[config.mk]
export PLATFORM = sky130hd
export DESIGN_NAME = nmpe_seq
export DESIGN_NICKNAME = d
export VERILOG_FILES = /design/src/include/nmpe_pkg.sv /design/src/rtl/nmpe_seq.sv /design/src/rtl/nmpe_timer.sv
export VERILOG_INCLUDE_DIRS = /design/src /design/src/include
export SDC_FILE = /design/constraint.sdc
export NUM_CORES = 1
export LEC_CHECK = 0
export ABC_AREA = 1
export BUFFER_PORTS_ARGS = -buffer_cell sky130_fd_sc_hd__buf_2
export CAP_MARGIN = 20
export CORE_UTILIZATION = 40
export CTS_BUF_LIST = sky130_fd_sc_hd__clkbuf_4
export CTS_CLUSTER_SIZE = 8
export DETAILED_ROUTE_END_ITERATION = 10
export PLACE_DENSITY = 0.63
export SYNTH_ARGS = -nofsm -noshare
export SYNTH_HDL_FRONTEND = slang
export SYNTH_HIERARCHICAL = 1
export SYNTH_SLANG_ARGS = --single-unit
[constraint.sdc]
create_clock -name sys_clk -period 6.5 [get_ports sys_clk]
set_input_delay 0.325 -clock sys_clk [delete_from_list [all_inputs] [get_ports sys_clk]]
set_output_delay 0.325 -clock sys_clk [all_outputs]
set_load 0.005 [all_outputs]
[src/include/nmpe_defs.svh]
// constants for the multi-plane program and erase sequencer
`ifndef NMPE_DEFS_SVH
`define NMPE_DEFS_SVH

`define NMPE_CLK_MHZ       50
`define NMPE_CYC(ns)       ((((ns) * `NMPE_CLK_MHZ) + 999) / 1000)

// busy times in ns
`define NMPE_DBSY_NS       500
`define NMPE_CBSY_NS       2000
`define NMPE_PROG_NS       300000
`define NMPE_BERS_NS       1000000
`define NMPE_DBSY_CYC      `NMPE_CYC(`NMPE_DBSY_NS)
`define NMPE_CBSY_CYC      `NMPE_CYC(`NMPE_CBSY_NS)
`define NMPE_PROG_CYC      `NMPE_CYC(`NMPE_PROG_NS)
`define NMPE_BERS_CYC      `NMPE_CYC(`NMPE_BERS_NS)
`define NMPE_TW            24

// opcodes
`define NMPE_OP_PROG_SETUP 8'h80
`define NMPE_OP_PROG_MP    8'h11
`define NMPE_OP_PROG_END   8'h10
`define NMPE_OP_PROG_CACHE 8'h15
`define NMPE_OP_CHANGE     8'h85
`define NMPE_OP_ERASE_SET  8'h60
`define NMPE_OP_ERASE_END  8'hd0
`define NMPE_OP_ERASE_MP   8'hd1
`define NMPE_OP_STATUS     8'h70
`define NMPE_OP_STATUS_LUN 8'h78

// address cycles
`define NMPE_PROG_ADDR_CYC 3'h5
`define NMPE_ERASE_ADDR_CYC 3'h3
`define NMPE_PLANE_BIT     7

// register map
`define NMPE_REG_CTRL      12'h000
`define NMPE_REG_STATUS    12'h004
`define NMPE_REG_REJECT    12'h008
`define NMPE_CTRL_RESET    2'h0

// status word fields
`define NMPE_ST_READY      0
`define NMPE_ST_ARRAY_READY_FLAG       1
`define NMPE_ST_CACHE      2
`define NMPE_ST_PROGQ      4
`define NMPE_ST_ERASEQ     6
`define NMPE_ST_FAIL       8
`define NMPE_ST_PRIOR_CACHE_OP_ERROR_FLAG      10

`endif

[src/include/nmpe_pkg.sv]
// types of the multi-plane program and erase sequencer
package nmpe_pkg;

  typedef enum logic [2:0] {
    ST_IDLE,
    ST_PADDR,
    ST_PDATA,
    ST_CHG,
    ST_EADDR,
    ST_WAIT
  } nmpe_state_e;

  typedef enum logic [1:0] {
    FK_DUMMY,
    FK_PROG,
    FK_ERASE,
    FK_CACHE
  } nmpe_kind_e;

  typedef struct packed {
    logic       cmd_we;
    logic       addr_we;
    logic       data_we;
    logic [7:0] io;
  } nmpe_host_s;

endpackage

[src/rtl/nmpe_seq.sv]
// multi-plane page program and block erase command sequencer
//
// Overview of operation
// - on 11h both ready flags drop and the pin shows busy.
// - 80h clears all cache registers unless a queueing program preceded it.
// - each queueing program adds its plane to the pending program set.
// - queueing program accepted only while ready flag is one.
// - 85h during data entry redirects the following data.
// - 10h or 15h closes the sequence and transfers all queued planes.
// - 10h programs all queued planes for page program time.
// - 15h waits for array, copies caches, programs in background past cache busy.
// - erase confirm holds both flags low for block erase time.
// - erase commands accepted only with both ready flags high.
// - 60h, three rows, D1h queues a block; dummy busy follows.
// - D1h adds plane to erase set; D0h adds its own, erases all.
// - D0h without preceding D1h erases exactly one block.
`timescale 1ns/100ps
`include "nmpe_defs.svh"

module nmpe_seq
#(
  parameter int PROG_CYC = `NMPE_PROG_CYC,
  parameter int BERS_CYC = `NMPE_BERS_CYC
)
(
  // clock and reset
  input  wire logic                 sys_clk,
  input  wire logic                 rst,
  // host command, address and data cycles
  input  wire nmpe_pkg::nmpe_host_s host,
  // ready/busy pin, open drain
  output logic                      rb_o,
  output logic                      rb_oe,
  // flags
  output logic                      ready_flag,
  output logic                      array_ready_flag,
  output logic [1:0]                op_error_flag,
  output logic [1:0]                prior_cache_op_error_flag,
  // apb slave
  input  wire logic                 psel,
  input  wire logic                 penable,
  input  wire logic                 pwrite,
  input  wire logic [11:0]          paddr,
  input  wire logic [31:0]          pwdata,
  output logic [31:0]               prdata,
  output logic                      pready,
  output logic                      pslverr
);

  // ****************************************************************
  // state
  // ****************************************************************
  nmpe_pkg::nmpe_state_e state_r, state_nxt;
  nmpe_pkg::nmpe_kind_e  kind_r, kind_nxt;
  logic [2:0]            cnt_r, cnt_nxt;
  logic [15:0]           col_r, col_nxt;
  logic                  plane_r, plane_nxt;
  logic [1:0]            cache_r, cache_nxt;
  logic [1:0]            progq_r, progq_nxt;
  logic [1:0]            eraseq_r, eraseq_nxt;
  logic [1:0]            arrq_r, arrq_nxt;
  logic [1:0]            fail_r, fail_nxt;
  logic [1:0]            prior_cache_op_error_flag_r, prior_cache_op_error_flag_nxt;
  logic                  mp_prev_r, mp_prev_nxt;
  logic                  cmode_r, cmode_nxt;
  logic                  rej_ev;
  logic                  front_start, front_busy, front_done;
  logic [`NMPE_TW-1:0]   front_val;
  logic                  arr_start, arr_busy, arr_done;
  logic [1:0]            inject_r;
  logic                  reject_r;
  logic                  in_data;
  logic [1:0]            pmask;

  assign in_data          = (state_r == nmpe_pkg::ST_PDATA) ||
                            (state_r == nmpe_pkg::ST_CHG);
  assign pmask            = plane_r ? 2'b10 : 2'b01;
  assign ready_flag       = !front_busy && (state_r != nmpe_pkg::ST_WAIT);
  assign array_ready_flag = ready_flag && !arr_busy;
  // pin pulled low while busy
  assign rb_o             = 1'b0;
  assign rb_oe            = !ready_flag;
  assign op_error_flag    = fail_r;
  assign prior_cache_op_error_flag = prior_cache_op_error_flag_r;

  // ****************************************************************
  // busy timers
  // ****************************************************************
  nmpe_timer u_front
  (
    .sys_clk  (sys_clk),
    .rst      (rst),
    .start    (front_start),
    .load_val (front_val),
    .busy     (front_busy),
    .done     (front_done)
  );

  nmpe_timer u_array
  (
    .sys_clk  (sys_clk),
    .rst      (rst),
    .start    (arr_start),
    .load_val (PROG_CYC[`NMPE_TW-1:0]),
    .busy     (arr_busy),
    .done     (arr_done)
  );

  // ****************************************************************
  // command sequencing
  // ****************************************************************
  always_comb
  begin
    state_nxt   = state_r;
    kind_nxt    = kind_r;
    cnt_nxt     = cnt_r;
    col_nxt     = col_r;
    plane_nxt   = plane_r;
    cache_nxt   = cache_r;
    progq_nxt   = progq_r;
    eraseq_nxt  = eraseq_r;
    arrq_nxt    = arrq_r;
    fail_nxt    = fail_r;
    prior_cache_op_error_flag_nxt   = prior_cache_op_error_flag_r;
    mp_prev_nxt = mp_prev_r;
    cmode_nxt   = cmode_r;
    rej_ev      = 1'b0;
    front_start = 1'b0;
    front_val   = `NMPE_TW'(`NMPE_DBSY_CYC);
    arr_start   = 1'b0;
    if (front_done)
    begin
      case (kind_r)
        nmpe_pkg::FK_PROG:
        begin
          fail_nxt    = inject_r & progq_r;
          progq_nxt   = 2'b00;
          mp_prev_nxt = 1'b0;
        end
        nmpe_pkg::FK_ERASE:
        begin
          fail_nxt    = inject_r & eraseq_r;
          eraseq_nxt  = 2'b00;
        end
        nmpe_pkg::FK_CACHE:
        begin
          progq_nxt   = 2'b00;
          mp_prev_nxt = 1'b0;
        end
        default: ;
      endcase
    end
    if (arr_done)
      fail_nxt = inject_r & arrq_r;
    if ((state_r == nmpe_pkg::ST_WAIT) && !arr_busy)
    begin
      front_start = 1'b1;
      state_nxt   = nmpe_pkg::ST_IDLE;
      if (cmode_r)
      begin
        arr_start = 1'b1;
        arrq_nxt  = progq_r;
        prior_cache_op_error_flag_nxt = fail_r;
        cache_nxt = 2'b00;
        kind_nxt  = nmpe_pkg::FK_CACHE;
        front_val = `NMPE_TW'(`NMPE_CBSY_CYC);
      end
      else
      begin
        kind_nxt  = nmpe_pkg::FK_PROG;
        front_val = PROG_CYC[`NMPE_TW-1:0];
      end
    end
    if (host.cmd_we)
    begin
      if ((host.io == `NMPE_OP_STATUS) || (host.io == `NMPE_OP_STATUS_LUN))
        rej_ev = 1'b0;
      else if (!ready_flag)
        rej_ev = 1'b1;
      else
      begin
        case (host.io)
          `NMPE_OP_PROG_SETUP:
          begin
            if (!mp_prev_r)
              cache_nxt = 2'b00;
            state_nxt = nmpe_pkg::ST_PADDR;
            cnt_nxt   = 3'h0;
          end
          `NMPE_OP_ERASE_SET:
          begin
            if (array_ready_flag)
            begin
              state_nxt = nmpe_pkg::ST_EADDR;
              cnt_nxt   = 3'h0;
            end
            else
              rej_ev = 1'b1;
          end
          `NMPE_OP_CHANGE:
          begin
            if (in_data)
            begin
              state_nxt = nmpe_pkg::ST_CHG;
              cnt_nxt   = 3'h0;
            end
            else
              rej_ev = 1'b1;
          end
          `NMPE_OP_PROG_MP:
          begin
            if (in_data)
            begin
              progq_nxt   = progq_r | pmask;
              mp_prev_nxt = 1'b1;
              front_start = 1'b1;
              kind_nxt    = nmpe_pkg::FK_DUMMY;
              state_nxt   = nmpe_pkg::ST_IDLE;
            end
            else
              rej_ev = 1'b1;
          end
          `NMPE_OP_PROG_END,
          `NMPE_OP_PROG_CACHE:
          begin
            if (in_data)
            begin
              progq_nxt = progq_r | pmask;
              cmode_nxt = (host.io == `NMPE_OP_PROG_CACHE);
              state_nxt = nmpe_pkg::ST_WAIT;
            end
            else
              rej_ev = 1'b1;
          end
          `NMPE_OP_ERASE_MP,
          `NMPE_OP_ERASE_END:
          begin
            if ((state_r == nmpe_pkg::ST_EADDR) &&
                (cnt_r == `NMPE_ERASE_ADDR_CYC))
            begin
              eraseq_nxt  = eraseq_r | pmask;
              front_start = 1'b1;
              state_nxt   = nmpe_pkg::ST_IDLE;
              if (host.io == `NMPE_OP_ERASE_END)
              begin
                kind_nxt  = nmpe_pkg::FK_ERASE;
                front_val = BERS_CYC[`NMPE_TW-1:0];
              end
              else
                kind_nxt = nmpe_pkg::FK_DUMMY;
            end
            else
              rej_ev = 1'b1;
          end
          default:
            rej_ev = 1'b1;
        endcase
      end
    end
    else if (host.addr_we)
    begin
      case (state_r)
        nmpe_pkg::ST_PADDR,
        nmpe_pkg::ST_CHG:
        begin
          case (cnt_r)
            3'h0:    col_nxt[7:0]  = host.io;
            3'h1:    col_nxt[15:8] = host.io;
            3'h2:    plane_nxt     = host.io[`NMPE_PLANE_BIT];
            default: ;
          endcase
          if (cnt_r != `NMPE_PROG_ADDR_CYC)
            cnt_nxt = cnt_r + 3'h1;
          if ((state_r == nmpe_pkg::ST_PADDR) &&
              (cnt_r == `NMPE_PROG_ADDR_CYC - 3'h1))
            state_nxt = nmpe_pkg::ST_PDATA;
        end
        nmpe_pkg::ST_EADDR:
        begin
          // page bits ignored, block picks plane
          if (cnt_r == 3'h0)
            plane_nxt = host.io[`NMPE_PLANE_BIT];
          if (cnt_r != `NMPE_ERASE_ADDR_CYC)
            cnt_nxt = cnt_r + 3'h1;
          else
            rej_ev = 1'b1;
        end
        default:
          rej_ev = 1'b1;
      endcase
    end
    else if (host.data_we)
    begin
      if (in_data)
      begin
        cache_nxt = cache_r | pmask;
        col_nxt   = col_r + 16'h0001;
        state_nxt = nmpe_pkg::ST_PDATA;
      end
      else
        rej_ev = 1'b1;
    end
  end

  always_ff @(posedge sys_clk or posedge rst)
  begin
    if (rst)
    begin
      state_r   <= nmpe_pkg::ST_IDLE;
      kind_r    <= nmpe_pkg::FK_DUMMY;
      cnt_r     <= 3'h0;
      col_r     <= 16'h0000;
      plane_r   <= 1'b0;
      cache_r   <= 2'h0;
      progq_r   <= 2'h0;
      eraseq_r  <= 2'h0;
      arrq_r    <= 2'h0;
      fail_r    <= 2'h0;
      prior_cache_op_error_flag_r   <= 2'h0;
      mp_prev_r <= 1'b0;
      cmode_r   <= 1'b0;
    end
    else
    begin
      state_r   <= state_nxt;
      kind_r    <= kind_nxt;
      cnt_r     <= cnt_nxt;
      col_r     <= col_nxt;
      plane_r   <= plane_nxt;
      cache_r   <= cache_nxt;
      progq_r   <= progq_nxt;
      eraseq_r  <= eraseq_nxt;
      arrq_r    <= arrq_nxt;
      fail_r    <= fail_nxt;
      prior_cache_op_error_flag_r   <= prior_cache_op_error_flag_nxt;
      mp_prev_r <= mp_prev_nxt;
      cmode_r   <= cmode_nxt;
    end
  end

  // ****************************************************************
  // apb registers
  // ****************************************************************
  logic        wr_acc, rd_setup, mapped;
  logic [1:0]  inject_nxt;
  logic        reject_nxt;
  logic [31:0] prdata_nxt;
  logic [31:0] status_w;

  assign mapped   = (paddr == `NMPE_REG_CTRL) ||
                    (paddr == `NMPE_REG_STATUS) ||
                    (paddr == `NMPE_REG_REJECT);
  assign wr_acc   = psel && penable && pwrite;
  assign rd_setup = psel && !penable && !pwrite;
  assign pready   = 1'b1;
  assign pslverr  = psel && penable && !mapped;

  always_comb
  begin
    status_w = 32'h0000_0000;
    status_w[`NMPE_ST_READY]          = ready_flag;
    status_w[`NMPE_ST_ARRAY_READY_FLAG]           = array_ready_flag;
    status_w[`NMPE_ST_CACHE  +: 2]    = cache_r;
    status_w[`NMPE_ST_PROGQ  +: 2]    = progq_r;
    status_w[`NMPE_ST_ERASEQ +: 2]    = eraseq_r;
    status_w[`NMPE_ST_FAIL   +: 2]    = fail_r;
    status_w[`NMPE_ST_PRIOR_CACHE_OP_ERROR_FLAG  +: 2]    = prior_cache_op_error_flag_r;
    inject_nxt = inject_r;
    reject_nxt = reject_r;
    prdata_nxt = prdata;
    if (wr_acc && (paddr == `NMPE_REG_CTRL))
      inject_nxt = pwdata[1:0];
    // write one clears, a new event wins
    if (wr_acc && (paddr == `NMPE_REG_REJECT) && pwdata[0])
      reject_nxt = 1'b0;
    if (rej_ev)
      reject_nxt = 1'b1;
    if (rd_setup)
    begin
      case (paddr)
        `NMPE_REG_CTRL:   prdata_nxt = {30'h0, inject_r};
        `NMPE_REG_STATUS: prdata_nxt = status_w;
        `NMPE_REG_REJECT: prdata_nxt = {31'h0, reject_r};
        default:          prdata_nxt = 32'h0000_0000;
      endcase
    end
  end

  always_ff @(posedge sys_clk or posedge rst)
  begin
    if (rst)
    begin
      inject_r <= `NMPE_CTRL_RESET;
      reject_r <= 1'b0;
      prdata   <= 32'h0000_0000;
    end
    else
    begin
      inject_r <= inject_nxt;
      reject_r <= reject_nxt;
      prdata   <= prdata_nxt;
    end
  end

  // ****************************************************************
  // checks
  // ****************************************************************
  logic acc_mp, acc_erase_end, acc_erase_mp, acc_setup;
  assign acc_mp        = host.cmd_we && ready_flag && in_data &&
                         (host.io == `NMPE_OP_PROG_MP);
  assign acc_erase_end = host.cmd_we && ready_flag &&
                         (state_r == nmpe_pkg::ST_EADDR) &&
                         (cnt_r == `NMPE_ERASE_ADDR_CYC) &&
                         (host.io == `NMPE_OP_ERASE_END);
  assign acc_erase_mp  = host.cmd_we && ready_flag &&
                         (state_r == nmpe_pkg::ST_EADDR) &&
                         (cnt_r == `NMPE_ERASE_ADDR_CYC) &&
                         (host.io == `NMPE_OP_ERASE_MP);
  assign acc_setup     = host.cmd_we && ready_flag &&
                         (host.io == `NMPE_OP_PROG_SETUP);
endmodule // nmpe_seq

[src/rtl/nmpe_timer.sv]
// busy period down-counter
`timescale 1ns/100ps
`include "nmpe_defs.svh"

module nmpe_timer
(
  // clock and reset
  input  wire logic                   sys_clk,
  input  wire logic                   rst,
  // control
  input  wire logic                   start,
  input  wire logic [`NMPE_TW-1:0]    load_val,
  // state
  output logic                        busy,
  output logic                        done
);

  logic [`NMPE_TW-1:0] cnt_r;
  logic [`NMPE_TW-1:0] cnt_nxt;

  always_comb
  begin
    cnt_nxt = cnt_r;
    if (start)
      cnt_nxt = load_val;
    else if (cnt_r != '0)
      cnt_nxt = cnt_r - 1'b1;
  end

  always_ff @(posedge sys_clk or posedge rst)
  begin
    if (rst)
      cnt_r <= '0;
    else
      cnt_r <= cnt_nxt;
  end

  assign busy = (cnt_r != '0);
  // last busy cycle
  assign done = (cnt_r == `NMPE_TW'h1);

endmodule // nmpe_timer

# Yosys cells after proc, flatten, opt, wreduce, memory -nomap -nowiden
# Cells that the tools add are included.
# W data, S select, Z words.
[totals]
regBits = 106
latch_bits = 0
ramBits = 0
rom_bits = 0
in_bits = 60
output_inout_bits = 42
wordCells = 218
n_memories = 0
[op_classes]
addsub = 3
mul = 0
div = 0
n_lt_le_gt_ge = 0
n_eq_ne = 37
shifts = 0
n_mux = 107
n_bitwise = 8
reduce_logical = 46
[op_table]
columns = ["op", "count"]
rows = [
  ["$mux W24", 10],
  ["$mux W2", 35],
  ["$mux W3", 22],
  ["$eq A24 B1 Y1 const B", 2],
  ["$reduce_bool A24 Y1", 2],
  ["$sub A24 B1 Y24 const B", 2],
  ["$pmux W12 S3", 1],
  ["$eq A8 B8 Y1 const B", 4],
  ["$mux W1", 28],
  ["$mux W14", 2],
  ["$eq A8 B5 Y1 const B", 3],
  ["$eq A8 B7 Y1 const B", 3],
  ["$ne A3 B3 Y1 const B", 6],
  ["$pmux W3 S6", 1],
  ["$logic_and A1 B1 Y1", 13],
  ["$eq A12 B3 Y1 const B", 1],
  ["$eq A12 B4 Y1 const B", 1],
  ["$eq A3 B2 Y1 const B", 4],
  ["$logic_not A12 Y1", 1],
  ["$reduce_bool A2 Y1", 6],
  ["$reduce_and A5 Y1", 2],
  ["$eq A3 B3 Y1 const B", 3],
  ["$pmux W3 S3", 1],
  ["$reduce_and A9 Y1", 1],
  ["other kinds (23)", 47],
]

# Longest topological paths before layout
# Gate-level depths: netlist (run 1).
[logic_depth]
word_depth = 11
ltp_mapped = 17
ltp_nobuf = 15

# Cells and area by module
# The synthesis (run 1) kept the hierarchy.
[modules_own_cells]
columns = ["mod", "instances", "cells_per_inst", "area_per_inst_um2", "seq_area_each_um2"]
rows = [
  ["nmpe_seq", 1, 375, 2580.0, 950.9],
  ["nmpe_timer at u_front", 1, 257, 1705.4, 600.6],
  ["nmpe_timer at u_array", 1, 257, 1694.1, 600.6],
]

# Worst setup path before layout (run 1)
# Ideal clock, no wire load.
[synth_timing]
path_type = "register -> register"
from = "reg u_front.cnt_r[0]"
to = "reg u_front.cnt_r[6]"
setup_time_ps = 114
arrival_time_ps = 2077
setup_slack_ps = 4309
path_stages_with_launch = 16
path_cell_list = "dfrtp_1 -> inv_1 -> ha_1 -> nand2_2 -> nor2_4 -> nand3_4 -> inv_1 -> nand2_2 -> nor2_2 -> nand4_1 -> nand2_1 -> buf_2 -> inv_1 -> or2_2 -> nand3_1 -> inv_1"
[synth_via]
elab_chain_len = 7
[synth_rtl]
columns = ["element", "line", "text"]
rows = [
  ["from (decl)", "nmpe_timer.sv:18", "logic [`NMPE_TW-1:0] cnt_r;"],
  ["from (signal assigned)", "nmpe_timer.sv:35", "cnt_r <= cnt_nxt;"],
  ["$reduce_bool A24 Y1 *", "nmpe_timer.sv:38", "assign busy = (cnt_r != '0);"],
  ["net front_busy", "nmpe_seq.sv:67", "logic front_start, front_busy, front_done;"],
  ["$logic_not A1 Y1 *", "nmpe_seq.sv:78", "assign ready_flag = !front_busy && (state_r != nmpe_pkg::ST_WAIT);"],
  ["$logic_and A1 B1 Y1 *", "nmpe_seq.sv:78", ""],
  ["$mux W1 *", "nmpe_seq.sv:178", "else if (!ready_flag)"],
  ["$mux W1 *", "nmpe_seq.sv:176", "if ((host.io == `NMPE_OP_STATUS) || (host.io == `NMPE_OP_STATUS_LUN))"],
  ["$mux W1 *", "nmpe_seq.sv:174", "if (host.cmd_we)"],
  ["net front_start", "nmpe_seq.sv:67", ""],
  ["$mux W24 or $reduce_bool A2 Y1 (tied branches)", "n/a", ""],
]
# Mark *: on every way through the listed nets, which the timed path passes. The rest lies on a longest branch. The select of a mux whose other input is x is not followed.
# A chain may end at the register's enable or synchronous reset.

# Final worst setup path (run 1)
[layout_timing]
from = "reg u_front.cnt_r[13]"
to = "reg u_front.cnt_r[12]"
# The elaborated chain is that of the path after synthesis.

==> results of run 1 <==
## flip-flops by register name, indices dropped and copies added (netlist names)
register,flops
arrq_r,2
cache_r,2
cmode_r,1
cnt_r,3
eraseq_r,2
inject_r,2
kind_r,2
mp_prev_r,1
op_error_flag,2
plane_r,1
prdata,12
prior_cache_op_error_flag,2
progq_r,2
reject_r,1
state_r,3
u_array/cnt_r,24
u_front/cnt_r,24
## synth_stat cells, drive strengths merged
cell,number
o22ai,1
nand2,304
ha,11
o211ai,5
a211oi,1
nand3,53
o31ai,8
o2111ai,2
o21a,1
buf,31
a21oi,12
nor3,8
nand4,25
a31oi,2
clkbuf,5
conb,2
and2,1
and3,1
xnor2,4
nand3b,5
nor2,142
or2,4
dfrtp,86
xor2,12
inv,113
o21ai,50
## per-layer routing
layer / GRT usage, % / wire length (um)
met3: 3.35 / 509
met5: 0 / 0
met1: 24.9 / 6600
met2: 30.5 / 6250
met4: 5.53 / 146
## power breakdown
| group | internal (uW) | switching (uW) |
|---|---|---|
| Combinational | 103 | 194 |
| Clock | 118 | 203 |
| Sequential | 585 | 57.6 |
## cell type report
class                      count  area [sq um]  share of cell area (%)
antenna                        1          2.50                  0.0378
tap                          184           230                    3.48
inverter                     113           424                    6.41
timing repair buffer          53           305                    4.62
clock buffer                   9          67.6                    1.02
multi-input combinational    708          3360                    50.8
clock inverter                 7          73.8                    1.12
sequential                    86          2150                    32.5
## worst paths after layout
kind	endpoint	startpoint	slack, ns
hold reg to reg	prdata[0]	prdata[0]	0.50
max in group asynchronous	u_array/cnt_r[5]	rst	5.58
setup / recovery	u_front/cnt_r[12]	u_front/cnt_r[13]	3.21
setup reg to reg	u_front/cnt_r[12]	u_front/cnt_r[13]	3.21
hold / removal	inject_r[1]	pwdata[1]	0.09
min in group asynchronous	u_front/cnt_r[13]	rst	0.43
## cell families after synthesis
group / Yosys count / synth area share (%)
XOR/XNOR: 16 / 2.34
flip-flops: 86 / 36.0
AND/OR/NAND/NOR: 543 / 40.3
buffers and inverters: 149 / 11.2
other: 2 / 0.126
adder cells (fa/ha/maj): 11 / 2.30
AO/OA/AOI/OAI: 82 / 7.68
## worst max-delay path: stages, from the launching register on
cell and delay (ns):
dfrtp_1 0.43, nor2_2 0.18, nand2_2 0.11, nor2_4 0.19, nand3_4 0.12, inv_1 0.10
nand2_2 0.13, nor2_2 0.18, nand4_1 0.19, nand2_1 0.78, inv_1 0.26, nand2_4 0.21
inv_2 0.15, nand2_1 0.10, nand2_1 0.05
## through the flow
step	hold slack [ns]	util (%)	setup WS (ns)	instances	instance area [sq um]
after floorplan	0.340	-	4.31	943	6180
after global placement	0.460	44.2	3.21	1141	6420
after detailed placement	0.465	44.2	3.24	1141	6420
after CTS	0.0545	45.2	3.20	1158	6570
after global routing	0.0450	45.5	2.87	1161	6620
final	0.0879	45.5	3.21	1161	6620
## what timing repair did
item / in CTS / in global routing
hold buffers: 1 / 0
setup buffers: 0 / 0
gates resized for setup: 0 / 0
setup endpoints to repair: 0 / 0
hold endpoints to repair: 38 / 0
==> summary.md, run 1 <==
| Metric | Value |
|---|---|
| # fillers | 1545 |
| Worst relative slew slack | between 30 and 40% |
| Most frequent cells in the layout | nand2_1 (292), nor2_1 (114), inv_1 (101) |
| CTS Buffer Depth | 2 |
| Startpoint Class | flop |
| Overflow after GRT | 0 |
| Clock slew at reported path FFs | 0.14 ns |
| Initial core utilization | 41.1% |
| Syn Inst Count | approximately 890 |
| First-pass DRT Iterations | 4 |
| Tcrit/Tclk final | 50.7% |
| Die height | ~120 um |
| CTS buffer count | 9 |
| Mapped Avg Cell Area | about 6.7 sq um |
| Top-area cell type share of the netlist area | 36.0% |
| # port buffers | 49 |
| Core ar. | around 15000 sq um |
| CP arrival | approximately 3.7 ns |
| Clk root buf | clkbuf_4 |
| Slew Limit Fails | 0 |
| H-Tree Depth | 3 |
| Main area contributors after synthesis | dfrtp_1 (36%), nand2_1 (18%), nor2_1 (7.2%), inv_1 (6.3%), nand3_1 (4.1%) |
| IR drop worst, VDD | 0.103 mV |
| Final min period | about 3.3 ns |
| Mapped Area | 5980 sq um |
| Worst slew pin tran | 0.991 ns |
| Fin. Hold Viols | 0 |
| Layout cells sized above 1 | 12.9% |
| Clock sinks | 86 |
| DR WL/cell | 11.6 um |
| Final Setup Violations | 0 |
| DP HPWL | 10100 um |
| CP endpoint kind | flop |
| HP Class | in2reg |
| Synth unique cells | 39 |
| TritonCTS clock tree | done |
| Required time worst endpoint | 6.86 ns |
| CP Max Fanout | 28 |
| Routed vias | 5370 |
| First-pass GRT wire length | between 20000 and 25000 um |
| Initial antenna violation count | 1 |
| Clk Latency, worst-skew pair | 0.47 ns |
| Outcome | finished clean |
| Commonest non-fill, non-tap cell in the layout | nand2_1 |
| RSZ-0062 raised after global routing | no |
| Max Cap Viol | 0 |
| Nets@finish | 1042 |
| Cells on Worst Hold Path | 3 |
| FMAX | 304 MHz |
| DRC viols | 0 |
| Aggregate negative setup slack | 0 ns |
| Row count | 44 |
| Placer Congestion | 0.893 |
| Crit Path Category | reg2reg |
| Largest net degree at the start of global routing | 39 |
| Routed WL | 13500 um |
| Flops & latches, synth | 86 |
| Die width | 124 um |
| Top Ports | ~100 |
| GR Util All Layers | a little under a fifth |
| Die area | 15400 sq um |
| Area Growth Syn to Fin | 10.6% |
| Cell taking the most area after synthesis | dfrtp_1 |
| PnR Total Power | 1260 uW |
| Drt initial violations | a little over 300 |
| PwrDens | 191 nW/um^2 |
| Number of global-route vias before repair | 5056 |
| Post-route antenna net violation count | 0 |
| Leakage power total | 0.00336 uW |
| Worst-case reg-to-reg path depth | 14 |
| Synth warn | 6 |
| Sequential fraction of the synthesis area | 36.0% |
| Via-to-Cell Ratio | 4.63 |
| Setup Skew | 0.0146 ns |
Note: power is estimated with default switching activity, not from simulation.
==> run 2: changes to the inputs <==
clock period = 3.3 ns   (was 6.5 ns; I/O delays follow)
==> summary.md, run 2 (synthesis results as in run 1) <==
| Metric | Value |
|---|---|
| DR WL/cell | ~12 um |
| Non-Filler Instances | 1167 |
| Clk Latency, worst-skew pair | 0.47 ns |
| Row count | 44 |
| Worst slew pin tran | 0.574 ns |
| DRC viols | 0 |
| Number of global-route vias before repair | 4920 |
| Routed WL | 13500 um |
| First-pass GRT wire length | 23400 um |
| First-pass DRT Iterations | 5 |
| Top Ports | ~100 |
| Setup Skew | 0.0239 ns |
| Largest regs | u_array/cnt_r: 24 flops, u_front/cnt_r: 24 flops, prdata: 12 flops |
| Max Cap Viol | 0 |
| Drt initial violations | 270 |
| HP Class | in2reg |
| Routed vias | 5389 |
| CP arrival | 2.81 ns |
| CP endpoint kind | flop |
| Fin. Hold Viols | 0 |
| Startpoint Class | flop |
| Core ar. | ~15000 sq um |
| Placed Cells | between 1000 and 1500 |
| Slew Limit Fails | 0 |
| Final min period | 2.47 ns |
| GR Util All Layers | 18.4% |
| DP HPWL | just over 10000 um |
| Area Growth Syn to Fin | 11.6% |
| Largest net degree at the start of global routing | 39 |
| Clk root buf | clkbuf_4 |
| Outcome | finished clean |
| Crit Path Category | reg2reg |
| FMAX | 405 MHz |
| # port buffers | 49 |
| Die height | about 120 um |
| Required time worst endpoint | 3.64 ns |
| Overflow after GRT | 0 |
| TritonCTS clock tree | done |
| Commonest non-fill, non-tap cell in the layout | nand2_1 |
| RSZ-0062 raised after global routing | no |
| Worst relative slew slack | 61.7% |
| H-Tree Depth | 3 |
| Post-route antenna net violation count | 0 |
| PwrDens | 376 nW/um^2 |
| Clock sinks | 86 |
| Post-CTS Setup Bufs | 0 |
| Initial antenna violation count | 1 |
| Aggregate negative setup slack | 0 ns |
| CTS Buffer Depth | 2 |
| Placer Congestion | 0.891 |
| CP Max Fanout | 27 |
| Leakage power total | approximately 0.0034 uW |
| CTS buffer count | 9 |
| Die area | between 15000 and 20000 sq um |
| Nets@finish | 1048 |
| IR drop worst, VDD | 0.301 mV |
| Die width | 124 um |
| Most frequent cells in the layout | nand2_1 (292), nor2_1 (114), inv_1 (101) |
| Via-to-Cell Ratio | approximately 4.6 |
| Final Setup Violations | 0 |
| Clock slew at reported path FFs | 0.16 ns |
| Initial core utilization | between 40% and 50% |
| Layout cells sized above 1 | 13.2% |
| Tcrit/Tclk final | 74.8% |
-- run 2: cell count changes in the layout (fill, tap and decap cells not counted) --
cell,before,now
inv_6,1,2
clkinv_1,1,0
clkinv_4,1,0
buf_4,1,4
clkinv_2,0,1
inv_8,0,1
clkinvlp_4,3,2
dlygate4sd3_1,1,4
-- run 2: what timing repair did --
| item | 4_1_cts | 5_1_grt |
|---|---|---|
| hold buffers | 4 | 0 |
| gates resized for setup | 0 | 0 |
| hold endpoints to repair | 89 | 0 |
-- run 2: report_power, final --
| part | switching (uW) | total [uW] | leakage (uW) | internal (uW) |
|---|---|---|---|---|
| clock network | 422 | 661 | 0.0000749 | 240 |
| logic | 377 | 583 | 0.00231 | 206 |
| registers | 112 | 1260 | 0.00102 | 1150 |
-- run 2: path summary, 6_finish.rpt --
path,endpoint,from,cells after the start,slack [ns]
worst max-delay path,u_front/cnt_r[0],u_front/cnt_r[12],13,0.83
worst min-delay path,state_r[0],host[8],4,0.06
worst max register to register,u_front/cnt_r[0],u_front/cnt_r[12],13,0.83
worst min register to register,prdata[9],prdata[9],2,0.51
max in group asynchronous,u_front/cnt_r[16],rst,4,2.55
min in group asynchronous,u_array/cnt_r[22],rst,3,0.26
-- run 2: metrics by stage --
step           setup slack, ns  utilization, %  power (uW)  area, sq um  hold WS [ns]
6_report                 0.831            45.9        2510         6670        0.0643
4_1_cts                  0.815            45.6        2530         6630        0.0298
2_1_floorplan             1.11               -        1740         6180         0.180
3_3_place_gp             0.875            44.3        1850         6440         0.351
3_5_place_dp             0.851            44.3        1860         6440         0.353
5_1_grt                  0.595            45.9        2700         6670        0.0566
-- run 2: cell type report --
cell class	count	area (sq um)
inverter	113	424
timing repair buffer	59	358
sequential	86	2150
fill	1529	7860
tap	184	230
multi-input combinational	708	3360
clock inverter	7	78.8
clock buffer	9	67.6
antenna	1	2.50
-- run 2: layer usage --
metal | share of wire [%] | up-vias | track usage (%)
li1 | - | 2899 | -
met1 | 51 | 2392 | 26.0
met2 | 45 | 86 | 29.1
met3 | 2.6 | 12 | 2.15
met4 | 1.4 | 0 | 6.73
met5 | 0 | - | 0
-- run 2: worst max-delay path, cell delays in order, from the launching register on --
cell and delay (ns):
dfrtp_1 0.42, nor2_2 0.19, nand2_2 0.10, nor2_4 0.19, nand3_4 0.12, inv_1 0.10
nand2_2 0.13, nor2_2 0.19, nand4_1 0.20, nand2_1 0.13, buf_4 0.29, nor2_1 0.07
a21oi_1 0.11, o21ai_0 0.11
